File: config.mk
export PLATFORM = sky130hd
export DESIGN_NAME = lss_soft_start
export DESIGN_NICKNAME = d
export VERILOG_FILES = /design/src/lss_soft_start.v
export VERILOG_INCLUDE_DIRS = /design/src
export SDC_FILE = /design/constraint.sdc
export NUM_CORES = 1
export LEC_CHECK = 0
export BUFFER_PORTS_ARGS = -buffer_cell sky130_fd_sc_hd__buf_2
export CAP_MARGIN = 25
export CORE_MARGIN = 3
export CORE_UTILIZATION = 61
export DETAILED_ROUTE_END_ITERATION = 6
export PLACE_DENSITY = 0.8
export SLEW_MARGIN = 30
export SYNTH_ARGS = -nofsm -noshare
export SYNTH_HDL_FRONTEND = slang
export SYNTH_SLANG_ARGS = --single-unit
File: constraint.sdc
create_clock -name i_sys_clk -period 3.7 [get_ports i_sys_clk]
set_input_delay 0.925 -clock i_sys_clk [delete_from_list [all_inputs] [get_ports i_sys_clk]]
set_output_delay 0.925 -clock i_sys_clk [all_outputs]
set_load 0.1 [all_outputs]
File: src/lss_regs.vh
// timing, scaling and state constants for the led soft-start sequencer
`ifndef LSS_REGS_VH
`define LSS_REGS_VH
`define LSS_CLK_MHZ 100
`define LSS_TSS_US 2000
`define LSS_TSS_CYC (`LSS_TSS_US * `LSS_CLK_MHZ)
`define LSS_STEPS 15
`define LSS_STEP_CYC (`LSS_TSS_CYC / `LSS_STEPS)
`define LSS_TFAULT_US 10000
`define LSS_TFAULT_CYC (`LSS_TFAULT_US * `LSS_CLK_MHZ)
`define LSS_REF_W 9
`define LSS_REF_FULL 9'h12C
`define LSS_REF_STEP 9'h014
`define LSS_EXT_FLOOR 9'h03F
`define LSS_ST_IDLE 2'h0
`define LSS_ST_RAMP 2'h1
`define LSS_ST_DONE 2'h2
`endif

File: src/lss_soft_start.v
// soft-start sequencer with dimming on-time extension
//
// Function
// [RULE1] arm soft start on first dimming rising edge or first pwm engine cycle
// [RULE2] run soft start at start-up and after sense, feedback, thermal, supply faults
// [RULE3] short to ground starts soft start and repeats it every fault retry period
// [RULE4] step reference from zero to full scale in 15 steps over ramp time
// [RULE5] with analog adjustment, clamp steps at adjusted target and hold it
// [RULE6] start extension if pulse ends in ramp time with sense below extension ref
// [RULE7] extension keeps switching on until sense reaches extension reference
// [RULE8] extension reference follows adjustment down, never below fixed floor
// [RULE9] for first three steps extension reference exceeds stepped reference
// [RULE10] adjusted reference below floor: extension ends when ramp time elapses
// [RULE11] extension ending early retriggers on next pwm cycle if sense low again
// [RULE12] after extension, steps advance only during later dimming on times
// [RULE13] current loop always on; voltage loop takes over at feedback reference
// [RULE14] steps advance at equal intervals of ramp time divided by step count
`timescale 1ns/10ps
`default_nettype none
`include "lss_regs.vh"
module lss_soft_start #(
  parameter [31:0] TSS_CYC = `LSS_TSS_CYC,
  parameter [31:0] STEP_CYC = `LSS_STEP_CYC,
  parameter [31:0] TFAULT_CYC = `LSS_TFAULT_CYC
) (
  // clock and reset
  input wire i_sys_clk,
  input wire i_resetn,
  // dimming sources
  input wire i_dimming_input,
  input wire i_engine_cycle,
  // fault flags
  input wire i_sense_high_ov,
  input wire i_voltage_feedback_ov,
  input wire i_overtemp,
  input wire i_internal_supply_uv,
  input wire i_short_to_ground,
  // comparators and analog adjustment
  input wire i_sense_below_ext,
  input wire i_vloop_enable,
  input wire i_feedback_at_ref,
  input wire [`LSS_REF_W-1:0] i_adjusted_ref,
  // outputs
  output reg [`LSS_REF_W-1:0] o_ref_code,
  output reg [`LSS_REF_W-1:0] o_extension_reference,
  output reg o_switch_gate_output,
  output reg o_extension_active,
  output reg o_soft_start_active,
  output reg o_current_loop_en,
  output reg o_voltage_mode
);
  localparam ST_IDLE = `LSS_ST_IDLE;
  localparam ST_RAMP = `LSS_ST_RAMP;
  localparam ST_DONE = `LSS_ST_DONE;
  localparam NSYNC = 9;

  // two-flop synchronisers for every pin input except i_vloop_enable and i_adjusted_ref
  wire [NSYNC-1:0] pins_in = {i_dimming_input, i_engine_cycle, i_sense_high_ov,
    i_voltage_feedback_ov, i_overtemp, i_internal_supply_uv, i_short_to_ground,
    i_sense_below_ext, i_feedback_at_ref};
  reg [NSYNC-1:0] meta_r;
  reg [NSYNC-1:0] sync_r;
  reg [NSYNC-1:0] sync_d_r;
  genvar g;
  generate
    for (g = 0; g < NSYNC; g = g + 1) begin : g_sync
      always @(posedge i_sys_clk or negedge i_resetn) begin
        if (!i_resetn) begin
          meta_r[g] <= 1'b0;
          sync_r[g] <= 1'b0;
          sync_d_r[g] <= 1'b0;
        end else begin
          meta_r[g] <= pins_in[g];
          sync_r[g] <= meta_r[g];
          sync_d_r[g] <= sync_r[g];
        end
      end
    end
  endgenerate

  // rising edge seen between the last two synchroniser stages
  function edge_up;
    input cur;
    input prev;
    begin
      edge_up = cur & ~prev;
    end
  endfunction

  wire dim_on = sync_r[8];
  wire dim_rise = edge_up(sync_r[8], sync_d_r[8]);
  wire dim_fall = edge_up(sync_d_r[8], sync_r[8]);
  wire eng_rise = edge_up(sync_r[7], sync_d_r[7]);
  wire hold_fault = |sync_r[6:3];
  wire short_rise = edge_up(sync_r[2], sync_d_r[2]);
  wire short_on = sync_r[2];
  wire below_ext = sync_r[1];
  wire fb_at_ref = sync_r[0];

  function [`LSS_REF_W-1:0] min_ref;
    input [`LSS_REF_W-1:0] a;
    input [`LSS_REF_W-1:0] b;
    begin
      min_ref = (a < b) ? a : b;
    end
  endfunction

  // target after adjustment, never above full scale
  wire [`LSS_REF_W-1:0] target = min_ref(i_adjusted_ref, `LSS_REF_FULL);
  // 0.8 of target, floored
  wire [`LSS_REF_W+2:0] target_x4 = {1'b0, target, 2'b00};
  // quotient never exceeds 240, so the low bits carry all of it
  wire [`LSS_REF_W+2:0] ext_quot = target_x4 / 12'h005;
  wire [`LSS_REF_W-1:0] ext_scaled = ext_quot[`LSS_REF_W-1:0];
  wire [`LSS_REF_W-1:0] ext_ref_nxt = (ext_scaled < `LSS_EXT_FLOOR) ?
    `LSS_EXT_FLOOR : ext_scaled; // [RULE8] [RULE9]
  wire adj_below_floor = target < `LSS_EXT_FLOOR;

  reg [1:0] state_r;
  reg armed_r;
  reg [3:0] step_r;
  reg [31:0] step_cnt_r;
  reg [31:0] tss_cnt_r;
  reg [31:0] retry_cnt_r;
  reg ext_r;
  wire tss_done = (tss_cnt_r >= TSS_CYC);
  wire retry_hit = short_on && (retry_cnt_r >= TFAULT_CYC - 32'h0000_0001);
  wire restart = hold_fault | short_rise | retry_hit; // [RULE2] [RULE3]
  wire first_cycle = dim_rise | eng_rise;

  // extension start and end conditions
  wire ext_start = (state_r == ST_RAMP) && !ext_r && dim_fall && !tss_done &&
    below_ext; // [RULE6] [RULE11]
  wire ext_stop = ext_r && (!below_ext || (adj_below_floor && tss_done)); // [RULE7] [RULE10]

  always @(posedge i_sys_clk or negedge i_resetn) begin
    if (!i_resetn) begin
      state_r <= ST_IDLE;
      armed_r <= 1'b0;
      step_r <= 4'h0;
      step_cnt_r <= 32'h0000_0000;
      tss_cnt_r <= 32'h0000_0000;
      retry_cnt_r <= 32'h0000_0000;
      ext_r <= 1'b0;
    end else begin
      retry_cnt_r <= (short_on && !retry_hit) ? retry_cnt_r + 32'h0000_0001 :
        32'h0000_0000; // [RULE3]
      if (first_cycle) begin
        armed_r <= 1'b1;
      end
      if (restart) begin
        state_r <= ST_IDLE;
        step_r <= 4'h0;
        step_cnt_r <= 32'h0000_0000;
        tss_cnt_r <= 32'h0000_0000;
        ext_r <= 1'b0;
      end else begin
        case (state_r)
          ST_IDLE: begin
            if (armed_r || first_cycle) begin
              state_r <= ST_RAMP; // [RULE1] [RULE2]
            end
          end
          ST_RAMP: begin
            if (!tss_done) begin
              tss_cnt_r <= tss_cnt_r + 32'h0000_0001;
            end
            if (ext_start) begin
              ext_r <= 1'b1;
            end else if (ext_stop) begin
              ext_r <= 1'b0;
            end
            // steps run only while switching is allowed
            if (dim_on || ext_r) begin // [RULE12]
              if (step_cnt_r >= STEP_CYC - 32'h0000_0001) begin // [RULE14]
                step_cnt_r <= 32'h0000_0000;
                if (step_r == 4'd14) begin
                  state_r <= ST_DONE;
                  ext_r <= 1'b0;
                end
                step_r <= step_r + 4'h1; // [RULE4]
              end else begin
                step_cnt_r <= step_cnt_r + 32'h0000_0001;
              end
            end
          end
          ST_DONE: begin
            ext_r <= 1'b0;
          end
          default: begin
            state_r <= ST_IDLE;
          end
        endcase
      end
    end
  end

  // 15 steps of 20 end exactly at full scale, no overflow in 9 bits
  wire [`LSS_REF_W-1:0] step_ref = {5'h00, step_r} * `LSS_REF_STEP;
  // extension start keeps the gate on in the cycle the pulse ends
  wire gate_nxt = (state_r != ST_IDLE) && (dim_on || ext_r || ext_start); // [RULE7]

  always @(posedge i_sys_clk or negedge i_resetn) begin
    if (!i_resetn) begin
      o_ref_code <= 9'h000;
      o_extension_reference <= `LSS_EXT_FLOOR;
      o_switch_gate_output <= 1'b0;
      o_extension_active <= 1'b0;
      o_soft_start_active <= 1'b0;
      o_current_loop_en <= 1'b0;
      o_voltage_mode <= 1'b0;
    end else begin
      o_ref_code <= (state_r == ST_IDLE) ? 9'h000 : min_ref(step_ref, target); // [RULE5]
      o_extension_reference <= ext_ref_nxt; // [RULE8]
      o_switch_gate_output <= gate_nxt; // [RULE7]
      o_extension_active <= ext_r;
      o_soft_start_active <= (state_r == ST_RAMP);
      o_current_loop_en <= 1'b1; // [RULE13]
      o_voltage_mode <= i_vloop_enable && fb_at_ref; // [RULE13]
    end
  end
endmodule
`default_nettype wire

==> summary.md <==
| Metric | Value |
|---|---|
| Chip width | `117 um` |
| RSZ-0062 raised after global routing | `true` |
| TritonCTS Buffers | `17` |
| CP Launch Type | `input pin` |
| Routed vias | `6,479` |
| Most common cell in the netlist | `dfrtp_1` |
| Slowest CP cell | `a2111o_1` |
| Layout overhead on the synthesized area | `24.1%` |
| Synth cell count leaders | `142 x dfrtp_1, 108 x nor2_1, 46 x nand2_1` |
| Top-area cell type share of the netlist area | `47.0%` |
| Failing checks | `negative setup slack` |
| Leakage | `0.00424 uW` |
| RR Startpoint | `step_cnt_r[27]` |
| Slew of the pin with the lowest slew margin | `674 ps` |
| Placed Cells | `1,048` |
| Tot GR Track Use | `28.7%` |
| Height of the die | `117 um` |
| CP cell instances | `buf_12, buf_6, buf_6, or3b_4, a211oi_4, o22ai_1, a2111o_1, o21ai_4, xnor2_2, ha_2, maj3_2, a21oi_4, xnor2_2, ha_1, nor4_2, a32oi_1` |
| Worst EP required | `4040 ps` |
| Drt pass-1 iters | `5` |
| Rel. slew slack | `54.9%` |
| First-pass GRT wire length | `30.7 mm` |
| Initial antenna violation count | `0` |
| Post-route cell area | `9380 um2` |
| Top FF cell, synth | `dfrtp_1` |
| VDD IR max | `0.437 mV` |
| EDFF count, synth | `0` |
| Placed wire-length estimate | `13.1 mm` |
| Hold Crit Class | `register to register` |
| Clk_skew | `15.1 ps` |
| WS Path Type | `input pin to register` |
| Hold Path Stages | `0` |
| # clock sinks | `148` |
| Std-Cell Rows | `40` |
| Hold EP | `sync_r[7]` |
| Yosys warnings | `0` |
| Highest clock rate | `265 MHz` |
| DR WL/cell | `17.6 um` |
| Synth cell types | `82` |
| Nets@finish | `950` |
| Max-cap violations | `0` |
| Routed wire length | `19.2 mm` |
| CP endpoint kind | `register` |
| Max Root-Sink Buffers | `2` |
| TritonCTS clock tree | `built` |
| H-tree Lvls | `4` |
| Area of the die | `13,800 um2` |
| Number of remaining DRC errors | `0` |
| Largest net degree at the start of global routing | `64` |
| # setup viols final | `2` |
| PwrDens | `421 nW/um2` |
| GRT overflow | `0` |
| Post-Route Utilization | `77.7%` |
| Worst-Skew Late Latency | `430 ps` |
| Worst slack at placement | `-762 ps` |
| Status | `complete, but fails checks` |
| Min Tclk post-route | `3780 ps` |
| # hold bufs at CTS | `0` |
| Leading area contributor after synthesis | `dfrtp_1` |
| Cells after Synth | `781` |
| Synthesized flop and latch total | `148` |
| Final RePlAce weighted congestion | `1.01` |
| Initial DRC count | `580` |
| Share of layout cells above drive strength 1 | `23.2%` |
| Post-Layout Cell Count | `1,088` |
| Port Buffers | `43` |
| Antenna viol nets, final | `0` |
| CP delay by family, top | `compound AO/OA/AOI/OAI gates` |
| Area of the multi-input gates | `3780 um2` |
| HP Start | `meta_r[7]` |
| DR vias/cell | `5.95` |
| CORE AREA | `12,100 um2` |
| Mapped Area | `7550 um2` |
| Final Worst Setup Slack | `-79.4 ps` |
| CP Depth | `16` |
| Sequential fraction of the synthesis area | `49.1%` |
| Final period utilization | `102%` |
| CTS root buf | `clkbuf_16` |
| Avg Inst Size Synth | `9.67 um2` |
| Initial core utilization | `62.6%` |
| Endpoints failing hold | `0` |
| Flop-to-flop setup slack | `530 ps` |
| Synth area leaders | `dfrtp_1 47%, nor2_1 5.4%, ha_1 3.5%, xnor2_1 2.6%, a21oi_1 2.3%` |
| Vias in the first global route | `6,357` |
| Fill cells | `801` |
| CP Max Fanout | `7` |
| CP Launch Point | `i_adjusted_ref[6]` |
| R2R depth | `8` |
| CP max stage delay | `440 ps` |
| Clock transition at path regs | `60 ps` |
| FFs w/ async S/R, synth | `100%` |
| WP buf/inv | `3` |
| # diodes | `0` |
| Worst EP arrival | `4110 ps` |
| R2R Path End | `step_cnt_r[8]` |
| Ports | `44` |
| Slew Limit Fails | `0` |
| Register area | `3710 um2` |
| Cell Area, Placed | `8530 um2` |
-- worst register-to-register path: cells and delay by family, from the launching register on --
kind / cells / cell delay [ps]
and+or+nand+nor: 4 / 1550
AOI/OAI and AO/OA: 3 / 880
DFF: 1 / 410
buffers and inverters: 1 / 250
-- power breakdown --
group / internal, uW / switching (uW) / total [uW] / leakage, uW
Sequential: 1670 / 16.6 / 1690 / 0.00195
Combinational: 231 / 423 / 654 / 0.00202
Clock: 893 / 711 / 1600 / 0.000272
Total: 2790 / 1150 / 3940 / 0.00424
-- worst max-delay path by stage --
stage / endpoint / slack (ps)
6_report: o_extension_reference[0] / -80
2_1_floorplan: o_extension_reference[0] / -280
3_5_place_dp: o_extension_reference[0] / -760
5_1_grt: o_extension_reference[0] / -120
3_3_place_gp: o_extension_reference[0] / -710
4_1_cts: o_extension_reference[0] / -40
-- layer usage --
metal	wire (um)	up-vias	track usage [%]	share of wire [%]
li1	-	3041	-	-
met2	9800	236	48.5	51
met4	493	0	11.1	2.6
met5	0	-	0	0
met3	937	46	5.71	4.9
met1	7960	3156	36.3	41
-- logic make-up (layout without fill, tap and decap cells) --
group	count (synthesis)	in the layout	synth area share (%)
XOR/XNOR	40	40	4.64
multiplexers	8	8	1.09
flip-flops	148	148	49.1
other	2	14	0.0994
AND/OR/NAND/NOR	320	320	21.5
adder cells (fa/ha/maj)	24	24	4.02
buffers and inverters	64	191	3.91
AO/OA/AOI/OAI	175	175	15.6
-- state kept, by name, indices dropped and copies added, names as in the netlist --
signal	cells
o_ref_code	9
o_soft_start_active	1
o_extension_active	1
o_extension_reference	9
ext_r	1
step_cnt_r	32
o_switch_gate_output	1
sync_r	5
retry_cnt_r	32
dim_on	1
step_r	4
fb_at_ref	1
armed_r	1
tss_cnt_r	32
sync_d_r	3
below_ext	1
meta_r	9
o_current_loop_en	1
state_r	2
o_voltage_mode	1
short_on	1
-- cells in the final DEF, fill, tap and decap left out, types with 21 or more instances in the layout --
cell,netlist,routed
nor2_1,108,105
a21oi_1,35,33
buf_4,3,79
nor4_1,22,21
o21ai_0,33,31
nand2_1,46,46
nand3_1,30,30
dfrtp_1,142,142
inv_1,22,22
and3_1,23,23
buf_2,10,38
-- layout make-up --
| cell class | instances | area share, % |
|---|---|---|
| clock buffers | 18 | 4.68 |
| clock inverters | 14 | 1.31 |
| inverters | 27 | 1.17 |
| multi-input cells | 581 | 40.3 |
| flip-flops and latches | 148 | 39.6 |
| well taps | 168 | 2.24 |
| repair buffers | 132 | 10.7 |
-- what timing repair did --
action,in CTS,in global routing
cloned,0,1
endpoints found under the setup margin,2,2
pin swaps,0,14
gates resized for setup,11,36
setup buffers,0,7
-- stage by stage --
stage                     setup TNS, ps  hold slack, ps  power (uW)
after floorplan                    -284             331        2110
final                             -88.8             348        3940
after global routing               -165             358        4100
after CTS                         -42.9             351        3920
after detailed placement          -1360             336        2300
after global placement            -1300             336        2290
(Power assumes the default switching activity.)
